$ cat config.mk
export PLATFORM = sky130hd
export DESIGN_NAME = ldc_drive_control
export DESIGN_NICKNAME = d
export VERILOG_FILES = /design/src/hdl/ldc_pkg.sv /design/src/hdl/ldc_drive_control.sv
export SDC_FILE = /design/constraint.sdc
export NUM_CORES = 1
export LEC_CHECK = 0
export ABC_AREA = 1
export ABC_CLOCK_PERIOD_IN_PS = 3800
export BUFFER_PORTS_ARGS = -buffer_cell sky130_fd_sc_hd__buf_4
export CAP_MARGIN = 10
export CELL_PAD_IN_SITES_DETAIL_PLACEMENT = 0
export CELL_PAD_IN_SITES_GLOBAL_PLACEMENT = 2
export CORE_MARGIN = 3
export CORE_UTILIZATION = 35
export CTS_CLUSTER_SIZE = 20
export DETAILED_ROUTE_END_ITERATION = 8
export PLACE_DENSITY_LB_ADDON = 0.1
export SYNTH_ARGS = -nofsm -noshare
export SYNTH_HDL_FRONTEND = slang
export SYNTH_SLANG_ARGS = --single-unit
$ cat constraint.sdc
create_clock -name mclk -period 3.8 [get_ports mclk]
set_input_delay 0.38 -clock mclk [delete_from_list [all_inputs] [get_ports mclk]]
set_output_delay 0.38 -clock mclk [all_outputs]
set_load 0.05 [all_outputs]
$ cat src/hdl/ldc_pkg.sv
// Purpose: Shared constants and types for the segment LCD drive control block
// Assumes: Byte-wide register port, frame ticks arrive as one-cycle pulses
// Notes:   Pin levels are 2-bit codes naming the drive supply rail V0..V3
// Contract
// - Four commons, 24 segments, booster and supply pins
// - Display memory of 24 four-bit entries
// - Mode field stops or selects 1/2, 1/3, 1/4 duty
// - Blank bit forces deselect on all segments
// - Source bit picks timebase tick or subclock
// - Watch-run bit keeps display alive in watch mode
// - Timebase frame timing ignores CPU speed shift
// - Drive select bit closes internal divider path
// - Drive select bit disconnects internal reference generator
// - Frame period field picks one of four cycles
// - Stopped or in reset, all panel, booster, supply and enable outputs low
// - Unused commons show deselect in 1/2, 1/3 duty
// - Memory scanned per slot, one selects, zero deselects
package ldc_pkg;

	// ==========================================================
	// Register map
	localparam logic [7:0] CTRL_ADDR   = 8'h72;
	localparam logic [7:0] CTRL_RESET  = 8'h10;
	localparam logic [3:0] RAM_PAGE    = 4'h6;
	localparam logic [3:0] RAM_LAST_LO = 4'hb;
	localparam logic [7:0] READ_ZERO   = 8'h00;

	// ==========================================================
	// Geometry and modes
	localparam int         NUM_COM      = 4;
	localparam int         NUM_SEG      = 24;
	localparam logic [1:0] MODE_STOP    = 2'h0;
	localparam logic [1:0] MODE_HALF    = 2'h1;
	localparam logic [1:0] MODE_THIRD   = 2'h2;
	localparam logic [1:0] MODE_QUARTER = 2'h3;

	// Source ticks per time slot, indexed by frame period field
	localparam logic [15:0] SLOT_TICKS = {4'h8, 4'h4, 4'h2, 4'h1};

	// ==========================================================
	// Types
	typedef logic [1:0] ldc_lvl_t;
	localparam ldc_lvl_t LVL_V0 = 2'h0;
	localparam ldc_lvl_t LVL_V1 = 2'h1;
	localparam ldc_lvl_t LVL_V2 = 2'h2;
	localparam ldc_lvl_t LVL_V3 = 2'h3;

	typedef struct packed {
		logic frame_clock_source;
		logic watch_mode_run;
		logic drive_voltage_select;
		logic blank_display;
		logic display_mode_hi;
		logic display_mode_lo;
		logic frame_period_hi;
		logic frame_period_lo;
	} ldc_ctrl_t;

	typedef struct packed {
		logic [7:0] addr;
		logic [7:0] wdata;
		logic       wr;
		logic       rd;
	} ldc_bus_t;

	typedef enum logic [1:0] {
		ST_OFF = 2'b01,
		ST_RUN = 2'b10
	} ldc_state_t;

endpackage

$ cat src/hdl/ldc_drive_control.sv
// Purpose: Control logic of a segment LCD controller/driver
// Assumes: Frame source ticks are one-cycle pulses synchronous to mclk
// Notes:   Analog rails are outside; outputs name the rail each pin takes
//
// Our own choice: the plain strobed port.
`timescale 1ns/100ps
module ldc_drive_control (
	// Clock and reset
	input  wire logic                        mclk,
	input  wire logic                        sys_rst,
	// Register port
	input  wire ldc_pkg::ldc_bus_t           bus_req,
	output logic [7:0]                       rd_data,
	// Frame sources and standby
	input  wire logic                        timebase_tick,
	input  wire logic                        subclock_tick,
	input  wire logic                        watch_mode_flag,
	// Panel drive
	output ldc_pkg::ldc_lvl_t [3:0]          common_drive_outputs,
	output ldc_pkg::ldc_lvl_t [23:0]         segment_drive_outputs,
	output logic                             booster_cap_a,
	output logic                             booster_cap_b,
	output logic [3:0]                       drive_supply_pins,
	// Supply path control
	output logic                             divider_path_close,
	output logic                             ref_gen_disconnect,
	output logic                             panel_enable
);

	// ==========================================================
	// Decoding helpers
	function automatic logic is_ram(input logic [7:0] a);
		is_ram = (a[7:4] == ldc_pkg::RAM_PAGE) && (a[3:0] <= ldc_pkg::RAM_LAST_LO);
	endfunction

	function automatic ldc_pkg::ldc_lvl_t com_level(input logic sel, input logic ph, input logic b3);
		if (sel) begin
			com_level = ph ? ldc_pkg::LVL_V0 : ldc_pkg::LVL_V3;
		end else if (b3) begin
			com_level = ph ? ldc_pkg::LVL_V2 : ldc_pkg::LVL_V1;
		end else begin
			com_level = ldc_pkg::LVL_V1;
		end
	endfunction

	function automatic ldc_pkg::ldc_lvl_t seg_level(input logic on, input logic ph, input logic b3);
		if (on) begin
			seg_level = ph ? ldc_pkg::LVL_V3 : ldc_pkg::LVL_V0;
		end else if (b3) begin
			seg_level = ph ? ldc_pkg::LVL_V1 : ldc_pkg::LVL_V2;
		end else begin
			seg_level = ph ? ldc_pkg::LVL_V0 : ldc_pkg::LVL_V3;
		end
	endfunction

	// ==========================================================
	// State
	ldc_pkg::ldc_ctrl_t        ctrl_r, ctrl_nxt, wr_view;
	logic [3:0]                ram_r [ldc_pkg::NUM_SEG];
	logic [3:0]                ram_nxt [ldc_pkg::NUM_SEG];
	logic [7:0]                rdata_r, rdata_nxt;
	ldc_pkg::ldc_state_t       state_r, state_nxt;
	logic [3:0]                div_r, div_nxt, div_last;
	logic [1:0]                slot_r, slot_nxt, mode;
	logic                      phase_r, phase_nxt;
	ldc_pkg::ldc_lvl_t [3:0]   com_r, com_nxt;
	ldc_pkg::ldc_lvl_t [23:0]  seg_r, seg_nxt;
	logic                      cap_a_r, cap_a_nxt, cap_b_r, cap_b_nxt;
	logic [3:0]                sup_r, sup_nxt;
	logic [4:0]                ram_lo_idx;
	logic                      src_tick, active_req, run_now, bias3;
	ldc_pkg::ldc_lvl_t         seg_desel, seg_sel, com_desel;

	assign wr_view    = bus_req.wdata;
	assign ram_lo_idx = {bus_req.addr[3:0], 1'b0};
	assign mode       = {ctrl_r.display_mode_hi, ctrl_r.display_mode_lo};
	assign div_last   = ldc_pkg::SLOT_TICKS[{ctrl_r.frame_period_hi, ctrl_r.frame_period_lo} * 4 +: 4];
	// Timebase tick is taken raw, never through the CPU speed shift
	assign src_tick   = ctrl_r.frame_clock_source ? subclock_tick : timebase_tick;
	assign active_req = (mode != ldc_pkg::MODE_STOP) && !(watch_mode_flag && !ctrl_r.watch_mode_run);
	assign run_now    = (state_r == ldc_pkg::ST_RUN) && active_req;
	assign bias3      = (mode != ldc_pkg::MODE_HALF);
	assign seg_desel  = seg_level(1'b0, phase_r, bias3);
	assign seg_sel    = seg_level(1'b1, phase_r, bias3);
	assign com_desel  = com_level(1'b0, phase_r, bias3);

	// ==========================================================
	// Register port
	always_comb begin
		ctrl_nxt  = ctrl_r;
		ram_nxt   = ram_r;
		rdata_nxt = ldc_pkg::READ_ZERO;
		if (bus_req.wr) begin
			if (bus_req.addr == ldc_pkg::CTRL_ADDR) begin
				ctrl_nxt = wr_view;
			end else if (is_ram(bus_req.addr)) begin
				ram_nxt[ram_lo_idx]      = bus_req.wdata[3:0];
				ram_nxt[ram_lo_idx + 1]  = bus_req.wdata[7:4];
			end
		end
		if (bus_req.rd) begin
			if (bus_req.addr == ldc_pkg::CTRL_ADDR) begin
				rdata_nxt = ctrl_r;
			end else if (is_ram(bus_req.addr)) begin
				rdata_nxt = {ram_r[ram_lo_idx + 1], ram_r[ram_lo_idx]};
			end
		end
	end

	always_ff @(posedge mclk) begin
		if (sys_rst) begin
			ctrl_r  <= ldc_pkg::CTRL_RESET;
			rdata_r <= ldc_pkg::READ_ZERO;
			for (int i = 0; i < ldc_pkg::NUM_SEG; i++) begin
				ram_r[i] <= 4'h0;
			end
		end else begin
			ctrl_r  <= ctrl_nxt;
			rdata_r <= rdata_nxt;
			ram_r   <= ram_nxt;
		end
	end

	assign rd_data = rdata_r;

	// ==========================================================
	// Slot timing and a.c. phase
	always_comb begin
		state_nxt = state_r;
		div_nxt   = div_r;
		slot_nxt  = slot_r;
		phase_nxt = phase_r;
		case (state_r)
			ldc_pkg::ST_OFF: begin
				div_nxt   = 4'h0;
				slot_nxt  = 2'h0;
				phase_nxt = 1'b0;
				if (active_req) begin
					state_nxt = ldc_pkg::ST_RUN;
				end
			end
			ldc_pkg::ST_RUN: begin
				if (!active_req) begin
					state_nxt = ldc_pkg::ST_OFF;
				end else if (src_tick) begin
					if (div_r >= div_last - 4'h1) begin
						div_nxt = 4'h0;
						// Slot count is mode plus one; >= recovers after a mode cut
						if (slot_r >= mode) begin
							slot_nxt  = 2'h0;
							phase_nxt = !phase_r;
						end else begin
							slot_nxt = slot_r + 2'h1;
						end
					end else begin
						div_nxt = div_r + 4'h1;
					end
				end
			end
			default: begin
				state_nxt = ldc_pkg::ST_OFF;
			end
		endcase
	end

	// ==========================================================
	// Pin levels
	always_comb begin
		com_nxt   = '0;
		seg_nxt   = '0;
		cap_a_nxt = 1'b0;
		cap_b_nxt = 1'b0;
		sup_nxt   = 4'h0;
		if (run_now) begin
			for (int i = 0; i < ldc_pkg::NUM_COM; i++) begin
				// Commons past the duty show deselect, even while a cut slot wraps
				com_nxt[i] = com_level((slot_r == 2'(i)) && (2'(i) <= mode), phase_r, bias3);
			end
			for (int j = 0; j < ldc_pkg::NUM_SEG; j++) begin
				seg_nxt[j] = seg_level(ram_r[j][slot_r] && !ctrl_r.blank_display, phase_r, bias3);
			end
			sup_nxt = 4'hf;
			// Booster pump runs off the subclock, two opposite phases
			cap_a_nxt = subclock_tick ? !cap_a_r : cap_a_r;
			cap_b_nxt = !cap_a_nxt;
		end
	end

	always_ff @(posedge mclk) begin
		if (sys_rst) begin
			state_r <= ldc_pkg::ST_OFF;
			div_r   <= 4'h0;
			slot_r  <= 2'h0;
			phase_r <= 1'b0;
			com_r   <= '0;
			seg_r   <= '0;
			cap_a_r <= 1'b0;
			cap_b_r <= 1'b0;
			sup_r   <= 4'h0;
		end else begin
			state_r <= state_nxt;
			div_r   <= div_nxt;
			slot_r  <= slot_nxt;
			phase_r <= phase_nxt;
			com_r   <= com_nxt;
			seg_r   <= seg_nxt;
			cap_a_r <= cap_a_nxt;
			cap_b_r <= cap_b_nxt;
			sup_r   <= sup_nxt;
		end
	end

	assign common_drive_outputs  = com_r;
	assign segment_drive_outputs = seg_r;
	assign booster_cap_a         = cap_a_r;
	assign booster_cap_b         = cap_b_r;
	assign drive_supply_pins     = sup_r;
	assign divider_path_close    = ctrl_r.drive_voltage_select;
	assign ref_gen_disconnect    = ctrl_r.drive_voltage_select;
	assign panel_enable          = (state_r == ldc_pkg::ST_RUN);
endmodule // ldc_drive_control

==> metrics.md, run 1 <==
| Metric | Value |
|---|---|
| Met3 usage | 3.461% |
| Crit path top cell by count | nand2_1 |
| Core Util, Final | 41.66% |
| First-pass GRT wire length | 46130 um |
| Commonest non-fill, non-tap cells in the layout | 459 x nand2_1, 180 x dfxtp_1, 164 x a21oi_1 |
| Area share of the largest cell type after synthesis | 40.77% |
| Status | finished clean |
| Period utilization | 60.44% |
| Maximum clock path buffer count | 2 |
| Hold-fix buffers, CTS | 0 |
| Final Wtd Congestion | 0.8591 |
| Synth Area in Simple Gates | 35.12% |
| Power Density | 468.3 nW/um2 |
| Hold_sp | sys_rst |
| Critical path peak fanout | 42 |
| Yosys top cell by area | dfxtp_1 |
| Cell count after synthesis | 1304 |
| Synth warn | 0 |
| Critical path's largest stage delay | 0.58 ns |
| Initial DRC Count | 838 |
| Remaining global-route overflow | 0 |
| Final hold slack | 0.1504 ns |
| Die area | 27200 um2 |
| Ant. Diodes | 0 |
| Num rows | 57 |
| Die height | 164.9 um |
| Max Clock Freq | 435.4 MHz |
| Family with the most delay on the worst path | buffers and inverters |
| Final Skew | 0.01210 ns |
| Synth Area in Compound Gates | 14.91% |
| Initial Util | 36.03% |
| Post-DP HPWL | 19630 um |
| WP data arrival | 2.59 ns |
| Max Cap Viol | 0 |
| Gr busiest metal | met2 |
| H-Tree Depth | 4 |
| Grt met1 use | 32.16% |
| Critical-path cell list | inv_2, buf_4, nor2_1, o21ai_0, nand2_1, nand2_1, a21oi_1 |
| Total Neg Setup Slack | 0 ns |
| CTS clk-pin slew, worst paths | 0.08 ns |
| Mux share of post-synthesis cell area | 0% |
| Initial DRT Pass Iterations | 5 |
| Setup WS post-layout | 1.503 ns |
| Fin. max-slew vios | 0 |
| LEAKAGE | 4.284 nW |
| Synth Area in Adders | 2.123% |
| Initial antenna violation count | 0 |
| Hold EP | drive_supply_pins[2] |
| Largest net degree at the start of global routing | 99 |
| CTS tree | built |
| RR Startpoint | slot_r[0] |
| Pre-CTS setup slack | 1.466 ns |
| Routed WL | 29570 um |
| Critical Path End Type | flop |
| Root Driver | clkbuf_16 |
| R2r setup slk | 1.50 ns |
| Data required, critical path | 4.09 ns |
| Routed via count | 8539 |
| Die Wd | 164.9 um |
| Synthesized area | 8838 um2 |
| Unrepaired setup endpoints after global routing | false |
| Drt wl/cell | 17.58 um |
| Register area share after synthesis | 40.77% |
| CP Launch Type | flop |
| Most common cell after layout, fill and taps aside | nand2_1 |
| Remaining antenna violation count | 0 |
| CTS sink cnt | 180 |
| Share of cells above drive strength 1 | 13.25% |
| Peak VDD IR | 0.2460 mV |
| Synth Net Count | 1342 |
| Final hold violations | 0 |
| Largest family of logic cells by synthesized area | simple AND/OR/NAND/NOR gates |
| # fillers | 2634 |
| Area grow syn2layout | 15.64% |
| Input/output buffers | 95 |
| CTS Buf Count | 17 |
| GRT met2 Usage | 33.61% |
| Clock period minus final worst setup slack | 2.297 ns |
| Final Instance Area | 10220 um2 |
| Placed cell area | 9630 um2 |
| Post-CTS Setup Inserts | 0 |
| XOR/XNOR share of the synthesized area | 0.09909% |
| Hold path cells | 2 |
| Vias per Instance | 5.077 |
| Ports | 96 |
| CP bufs+invs | 2 |
| Residual DRC | 0 |
| Number of synthesized register bits | 180 |
| Distinct cells, synth | 31 |
| Crit-path slowest cell | inv_2 |
| GRT Util Overall | 21.99% |
| Top cells by area, synth | dfxtp_1 41%, nand2_1 19%, a21oi_1 9.3% |
| Final setup viols | 0 |
| Post-CTS Resized | 0 |
| Vias in the first global route | 7972 |
| Layout Nets | 1383 |
| Syn_area_per_cell | 6.778 um2 |
| Worst-Skew Late Latency | 0.44 ns |
| Reg2reg end | segment_drive_outputs[32] |
| Core footprint | 24530 um2 |
| Max-slew headroom | 23.90% |
| Actual slew at the worst max-slew pin | 1.142 ns |
| Min-Delay Path Class | input port to flop |
| FF-to-FF path depth | 7 |
| Crit Path Category | flop to flop |
[metal layers]
layer / vias up / share of wire, %
met2: 233 / 44
met1: 3933 / 49
met4: 0 / 1.8
li1: 4339 / -
met5: - / 0
met3: 34 / 5.3
[layout make-up]
class	count	area [um2]	area share [%]
clock buffers	18	429.2	4.199
clock inverters	14	161.4	1.579
inverters	49	191.4	1.873
multi-input cells	991	4622	45.22
flip-flops and latches	180	3603	35.26
well taps	324	405.4	3.966
repair buffers	106	808.3	7.908
[worst reg2reg max path, cell delays in order, from the launching register on]
cell     delay, ns
dfxtp_1       0.32
inv_2         0.58
buf_4         0.31
nor2_1        0.05
o21ai_0       0.57
nand2_1       0.15
nand2_1       0.10
a21oi_1       0.07
[metrics by stage]
step                cells  power, mW
floorplan            1304      2.731
global placement     1650      3.042
detailed placement   1650      3.049
CTS                  1682      4.816
global route         1682      5.032
finish               1682      4.787
[cells in the mapped netlist (all sizes together)]
library cell  number
conb               1
or2                1
o21a               2
nand2            474
nor3               2
o22ai             19
ha                15
a21oi            164
buf               47
inv               46
clkbuf            37
clkinv             3
dfxtp            180
nor3b              1
o21bai             1
xnor2              1
nor2             101
nand4              2
nand3            136
o21ai             71
[sequential cells by signal, indices dropped and copies added (netlist names), 2 cells and up]
register,count
common_drive_outputs,8
slot_r,2
segment_drive_outputs,48
ram_r,96
rd_data,8
state_r,2
ctrl_r,7
div_r,4
[power by group]
part,internal [mW],total (mW),switching (mW)
Clock,0.885,1.77,0.883
Sequential,1.91,1.92,0.0104
Combinational,0.284,1.10,0.819
Total,3.07,4.79,1.71
[worst max path at each step]
stage,start,to,cells after the start
2_1_floorplan,state_r[0],segment_drive_outputs[1],7
3_3_place_gp,bus_req[10],ctrl_r[6],9
3_5_place_dp,bus_req[10],ctrl_r[0],9
4_1_cts,slot_r[0],segment_drive_outputs[13],6
5_1_grt,slot_r[0],segment_drive_outputs[12],6
6_report,slot_r[0],segment_drive_outputs[32],7
[logic make-up after synthesis]
logic type | count (synthesis)
and+or+nand+nor | 717
AOI/OAI and AO/OA | 257
DFF | 180
buffers and inverters | 133
adders and majority gates | 15
xor gates and xnor gates | 1
other | 1
Power figures use the tool's default switching activity.
==> run 2: changes to the inputs <==
--- a/config.mk
+++ b/config.mk
@@ -6,13 +6,13 @@
 export NUM_CORES = 1
 export LEC_CHECK = 0
 export ABC_AREA = 1
-export ABC_CLOCK_PERIOD_IN_PS = 3800
+export ABC_CLOCK_PERIOD_IN_PS = 2200
 export BUFFER_PORTS_ARGS = -buffer_cell sky130_fd_sc_hd__buf_4
 export CAP_MARGIN = 10
 export CELL_PAD_IN_SITES_DETAIL_PLACEMENT = 0
 export CELL_PAD_IN_SITES_GLOBAL_PLACEMENT = 2
 export CORE_MARGIN = 3
-export CORE_UTILIZATION = 35
+export CORE_UTILIZATION = 33
 export CTS_CLUSTER_SIZE = 20
 export DETAILED_ROUTE_END_ITERATION = 8
 export PLACE_DENSITY_LB_ADDON = 0.1
==> constraint.sdc (replaced) <==
create_clock -name mclk -period 2.2 [get_ports mclk]
set_input_delay 0.22 -clock mclk [delete_from_list [all_inputs] [get_ports mclk]]
set_output_delay 0.22 -clock mclk [all_outputs]
set_load 0.05 [all_outputs]
==> run 2 against run 1 <==
Power is 78% higher; largest power group unchanged; maximum frequency is 24% higher; sequential power is 73% higher; via count is 0.67% higher; highest routed layer unchanged; critical path depth is 2 lower; non-clock buffer count is 35 higher; utilization is 1.5 points lower; clock-buffer cell count stayed put; combinational power is 85% higher; critical path type unchanged; global-route usage is 1.2 points lower; worst setup slack worse by 1.2 ns; wire length is 1.8% higher.
==> metrics.md, run 2 (synthesis gave the netlist of run 1 again) <==
| Metric | Value |
|---|---|
| Unrepaired setup endpoints after global routing | false |
| GRT Util Overall | 20.80% |
| Post-DP HPWL | 21140 um |
| Die area | 28780 um2 |
| Worst-Skew Late Latency | 0.43 ns |
| Hold-fix buffers, CTS | 0 |
| Largest register FFs | 96 |
| Residual DRC | 0 |
| Min-Delay Path Class | input port to flop |
| Final Skew | 0.01342 ns |
| CP Launch Type | flop |
| Die height | 169.7 um |
| Most common cell after layout, fill and taps aside | nand2_1 |
| Final setup viols | 0 |
| Post-CTS Resized | 0 |
| Layout Cells excl Fill | 1728 |
| Hold_sp | subclock_tick |
| FF-to-FF path depth | 5 |
| Hold path cells | 4 |
| Vias in the first global route | 7898 |
| Total power | 8.508 mW |
| DR top layer | met4 |
| Layout Nets | 1418 |
| Num rows | 59 |
| Ports | 96 |
| Die Wd | 169.7 um |
| Hold EP | booster_cap_b |
| Input/output buffers | 95 |
| Clock period minus final worst setup slack | 1.855 ns |
| Final hold violations | 0 |
| Routed WL | 30100 um |
| Post-Place Cells | 1696 |
| Status | finished clean |
| Max Cap Viol | 0 |
| Period utilization | 84.34% |
| Maximum clock path buffer count | 2 |
| Initial DRT Pass Iterations | 5 |
| Data required, critical path | 2.55 ns |
| Remaining global-route overflow | 0 |
| Root Driver | clkbuf_16 |
| CTS clk-pin slew, worst paths | 0.08 ns |
| Final Instance Area | 10530 um2 |
| Remaining antenna violation count | 0 |
| Share of cells above drive strength 1 | 15.51% |
| Total Neg Setup Slack | 0 ns |
| Actual slew at the worst max-slew pin | 0.8730 ns |
| Routed via count | 8596 |
| Final hold slack | 0.07016 ns |
| Area grow syn2layout | 19.18% |
| LEAKAGE | 4.468 nW |
| Max-slew headroom | 41.71% |
| CTS Buf Count | 17 |
| Drt wl/cell | 17.42 um |
| R2r setup slk | 0.34 ns |
| Initial Util | 33.73% |
| Core footprint | 26210 um2 |
| H-Tree Depth | 4 |
| Area of the multi-input gates | 4622 um2 |
| Fin. max-slew vios | 0 |
| Crit Path Category | flop to flop |
| Reg2reg end | segment_drive_outputs[27] |
| Initial antenna violation count | 0 |
| # fillers | 2823 |
| Final Wtd Congestion | 0.8502 |
| Vias per Instance | 4.975 |
| Register area | 3603 um2 |
| Commonest non-fill, non-tap cells in the layout | 459 x nand2_1, 180 x dfxtp_1, 164 x a21oi_1 |
| Placed cell area | 9932 um2 |
| Largest net degree at the start of global routing | 56 |
| First-pass GRT wire length | 46600 um |
| DR WL met2 | 13320 um |
| Peak VDD IR | 0.5041 mV |
| WP data arrival | 2.21 ns |
| Ant. Diodes | 0 |
| Critical path peak fanout | 25 |
| Power Density | 807.7 nW/um2 |
| Top reg by flops | ram_r |
| CP startpoint | slot_r[1] |
| Post-Route M1 WL | 14850 um |
| Critical Path End Type | flop |
| CTS sink cnt | 180 |
| RR Startpoint | slot_r[1] |
| Post-CTS Setup Inserts | 0 |
| Met3 wire length | 1707 um |
| Initial DRC Count | 653 |
| CTS tree | built |
| Max Clock Freq | 539.0 MHz |
-- run 2: changes by cell type in the layout (fill, tap and decap cells not counted) --
cell        before  now
clkinv_8         4    2
clkbuf_1         1    0
clkbuf_8         0    1
buf_4          105  138
inv_6            2    3
buf_12           1    3
clkinvlp_4       1    3
clkinv_4         3    2
bufinv_16        0    1
inv_8            4    3
-- run 2: layout make-up --
type | count | area share (%)
clock inverter | 14 | 1.544
clock buffer | 18 | 4.169
timing repair buffer | 141 | 10.40
sequential | 180 | 34.21
tap | 335 | 3.979
inverter | 49 | 1.817
multi-input combinational | 991 | 43.88
-- run 2: metrics by stage --
step	worst slack, ns	util, %
2_1_floorplan	0.4177	-
3_3_place_gp	0.3864	37.90
3_5_place_dp	0.3478	37.90
4_1_cts	0.3322	40.20
5_1_grt	0.1312	40.20
6_report	0.3446	40.20
-- run 2: worst max-delay path, cell delays in order, from the launching register on --
cell and delay (ns):
dfxtp_1 0.33, buf_4 0.34, o21ai_0 0.15, o22ai_1 0.54
nand3_1 0.20, a21oi_1 0.20
-- run 2: power breakdown --
group / internal (mW) / switching [mW] / total (mW)
combinational: 0.630 / 1.41 / 2.04
sequential: 3.29 / 0.0329 / 3.32
clock: 1.65 / 1.49 / 3.14
-- run 2: worst max path at each step --
stage	to	slack [ns]	cells after the start
detailed placement	common_drive_outputs[4]	0.35	6
global route	segment_drive_outputs[25]	0.13	5
floorplan	segment_drive_outputs[1]	0.42	7
finish	segment_drive_outputs[27]	0.34	5
CTS	segment_drive_outputs[17]	0.33	6
global placement	rd_data[2]	0.39	11
-- run 2: per-layer routing --
layer | vias to the layer above | global-route usage [%]
met5 | - | 0
met4 | 0 | 3.663
met3 | 19 | 4.007
met2 | 209 | 32.15
met1 | 3953 | 30.47
li1 | 4415 | -
==> run 3: changes to the inputs <==
--- a/config.mk
+++ b/config.mk
@@ -5,14 +5,14 @@
 export SDC_FILE = /design/constraint.sdc
 export NUM_CORES = 1
 export LEC_CHECK = 0
-export ABC_AREA = 1
-export ABC_CLOCK_PERIOD_IN_PS = 2200
+export ABC_AREA = 0
+export ABC_CLOCK_PERIOD_IN_PS = 1550
 export BUFFER_PORTS_ARGS = -buffer_cell sky130_fd_sc_hd__buf_4
 export CAP_MARGIN = 10
 export CELL_PAD_IN_SITES_DETAIL_PLACEMENT = 0
 export CELL_PAD_IN_SITES_GLOBAL_PLACEMENT = 2
 export CORE_MARGIN = 3
-export CORE_UTILIZATION = 33
+export CORE_UTILIZATION = 34
 export CTS_CLUSTER_SIZE = 20
 export DETAILED_ROUTE_END_ITERATION = 8
 export PLACE_DENSITY_LB_ADDON = 0.1
==> constraint.sdc (replaced) <==
create_clock -name mclk -period 1.55 [get_ports mclk]
set_input_delay 0.155 -clock mclk [delete_from_list [all_inputs] [get_ports mclk]]
set_output_delay 0.155 -clock mclk [all_outputs]
set_load 0.05 [all_outputs]
==> run 3 against run 2 <==
The run now ends with negative setup slack left; clock-buffer cell count stayed put; wire length decreased by 19%; sequential share of layout area fell by 1.2 points; first-iteration DRC count decreased by 26%; clock power rose by 41%; die area decreased by 9.4%; design area up 4.0%; register-to-register slack got worse by 0.45 ns; global-route usage shrank 2.2 points; via count shrank 26%; worst setup slack worse by 0.45 ns; cell count down 28%; highest routed layer unchanged.
==> metrics.md, run 3 <==
| Metric | Value |
|---|---|
| Data required, critical path | 1.86 ns |
| Initial DRC Count | 485 |
| Async set-reset flop share out of synthesis | 0% |
| Final hold violations | 0 |
| Max Cap Viol | 0 |
| Final hold slack | 0.03210 ns |
| Commonest non-fill, non-tap cells in the layout | 175 x dfxtp_1, 160 x buf_4, 140 x nor2_1 |
| Critical Path End Type | flop |
| Maximum clock path buffer count | 2 |
| Pre-CTS setup slack | -0.2351 ns |
| Remaining global-route overflow | 0 |
| Unrepaired setup endpoints after global routing | true |
| Most common cell after layout, fill and taps aside | dfxtp_1 |
| Final setup viols | 39 |
| Distinct cells, synth | 48 |
| Min-Delay Path Class | input port to flop |
| Ports | 96 |
| Drt wl/cell | 19.41 um |
| CTS sink cnt | 180 |
| Initial antenna violation count | 0 |
| Peak VDD IR | 0.5929 mV |
| Power Density | 857.5 nW/um2 |
| Initial DRT Pass Iterations | 5 |
| Area of the multi-input gates | 4663 um2 |
| Status | finished, violations left |
| Setup WS post-layout | -0.1091 ns |
| CTS Buf Count | 17 |
| Primary FF master, synth | dfxtp_1 |
| Routed via count | 6362 |
| Area share of the largest cell type after synthesis | 43.86% |
| Synth warn | 0 |
| Input/output buffers | 95 |
| Largest net degree at the start of global routing | 109 |
| Total power | 9.394 mW |
| WP data arrival | 1.97 ns |
| CTS clk-pin slew, worst paths | 0.07 ns |
| Post-Place Cells | 1205 |
| Synth cell count leaders | 180 x dfxtp_1, 143 x nor2_1, 107 x mux2i_1, 48 x mux4_2, 37 x clkbuf_1 |
| Top cells by area, synth | dfxtp_1 44%, mux4_2 13%, mux2i_1 13% |
| Max-slew headroom | 64.82% |
| Core footprint | 23610 um2 |
| LEAKAGE | 4.487 nW |
| Vias in the first global route | 6068 |
| Crit Path Category | flop to flop |
| Worst-Skew Late Latency | 0.43 ns |
| Yosys top cell by area | dfxtp_1 |
| Syn_area_per_cell | 10.48 um2 |
| Post-synth EDFFs | 0 |
| Initial Util | 34.80% |
| Die Wd | 161.5 um |
| CP bufs+invs | 0 |
| Period utilization | 107.0% |
| Number of synthesized register bits | 180 |
| Critical path's largest stage delay | 0.34 ns |
| Critical path peak fanout | 4 |
| Area grow syn2layout | 33.33% |
| Layout Nets | 956 |
| GRT Util Overall | 18.62% |
| Largest register FFs | 96 |
| Final Wtd Congestion | 0.9060 |
| Final Skew | 0.008759 ns |
| Layout Cells excl Fill | 1250 |
| Synthesized area | 8217 um2 |
| Actual slew at the worst max-slew pin | 0.5278 ns |
| Root Driver | clkbuf_16 |
| Die area | 26070 um2 |
| Cell count after synthesis | 784 |
| Die height | 161.5 um |
| Core Util, Final | 46.40% |
| CTS tree | built |
| Routed WL | 24260 um |
| H-Tree Depth | 4 |
| Crit-path slowest cell | dfxtp_2 |
| Cell with the most instances after synthesis | dfxtp_1 |
| Residual DRC | 0 |
| Fin. max-slew vios | 0 |
| Register area | 3612 um2 |
| Failing checks | negative setup slack |
| Post-DP HPWL | 17430 um |
| Family with the most delay on the worst path | compound AO/OA/AOI/OAI gates |
| CP Launch Type | flop |
| Max Clock Freq | 602.7 MHz |
| First-pass GRT wire length | 37170 um |
| Vias per Instance | 5.090 |
| Top reg by flops | ram_r |
| Num rows | 56 |
| Synth Net Count | 822 |
| # fillers | 2226 |
| Share of cells above drive strength 1 | 36.41% |
| Clock period minus final worst setup slack | 1.659 ns |
| Critical-path cell list | or2_4, ha_4, o21ai_4, a21o_4, o311ai_4, o41ai_2 |
| Register area share after synthesis | 43.86% |
| Ant. Diodes | 0 |
| Remaining antenna violation count | 0 |
run 3: changes by cell type in the layout (fill, tap and decap cells not counted), sizes merged, moves of 24 or more:
| cell | before | now |
|---|---|---|
| and2 | 0 | 24 |
| o21ai | 71 | 3 |
| buf | 141 | 182 |
| mux2i | 0 | 107 |
| inv | 52 | 18 |
| nand3 | 136 | 10 |
| nor3 | 2 | 26 |
| a21oi | 164 | 19 |
| nor2 | 101 | 145 |
| mux4 | 0 | 48 |
| nand2b | 0 | 27 |
| nand2 | 474 | 17 |
| a211oi | 0 | 24 |
run 3: tightest hold or removal path, stage by stage:
cell and delay (ns):
buf_4 0.11, xnor2_1 0.08, nor2_1 0.08
run 3: final cells by class:
cell class	count	share of cell area [%]
repair buffers	182	14.93
flip-flops and latches	180	32.97
multi-input cells	525	42.57
clock buffers	18	3.917
inverters	12	0.4568
clock inverters	14	1.519
well taps	319	3.643
run 3: layer usage:
metal  wire [um]  track usage (%)
met5           0                0
met4         480            5.475
met2       10480            27.01
met3        1668            4.617
met1       11630            27.38
run 3: repair_timing:
action                     4_1_cts  5_1_grt
cloned                           2        0
hold buffers                     0        0
setup buffers                    8        3
pin swaps                       44       16
setup endpoints to repair       51       54
resized for setup               34       29
run 3: logic make-up (layout without fill, tap and decap cells):
group           Yosys count  count (layout)  share of synthesized area, %
fa+ha+maj                15              15                         2.284
compound gates           73              74                         6.000
xor+xnor                  1               1                        0.1066
other cells               1               1                       0.04564
simple gates            279             279                         17.18
mux                     155             155                         26.19
buf+inv                  80             226                         4.340
flops                   180             180                         43.86
run 3: final timing paths:
kind	slack, ns	cells after the start	end	start
setup / recovery	-0.11	6	phase_r	ctrl_r[1]
hold / removal	0.03	3	booster_cap_a	subclock_tick
setup reg to reg	-0.11	6	phase_r	ctrl_r[1]
hold reg to reg	0.52	2	ram_r[3]	ram_r[3]
run 3: per-stage QoR:
stage / area [um2] / TNS [ns]
after floorplan: 8308 / -0.4698
after global placement: 9889 / -6.656
after CTS: 10750 / -1.242
after global routing: 10960 / -4.368
final: 10960 / -1.202
after detailed placement: 9889 / -10.50
run 3: report_power, final:
group	internal, mW	total (mW)	switching (mW)
clock	2.43	4.42	1.99
combinational	0.139	0.351	0.212
sequential	4.62	4.63	0.00316
total	7.19	9.39	2.20
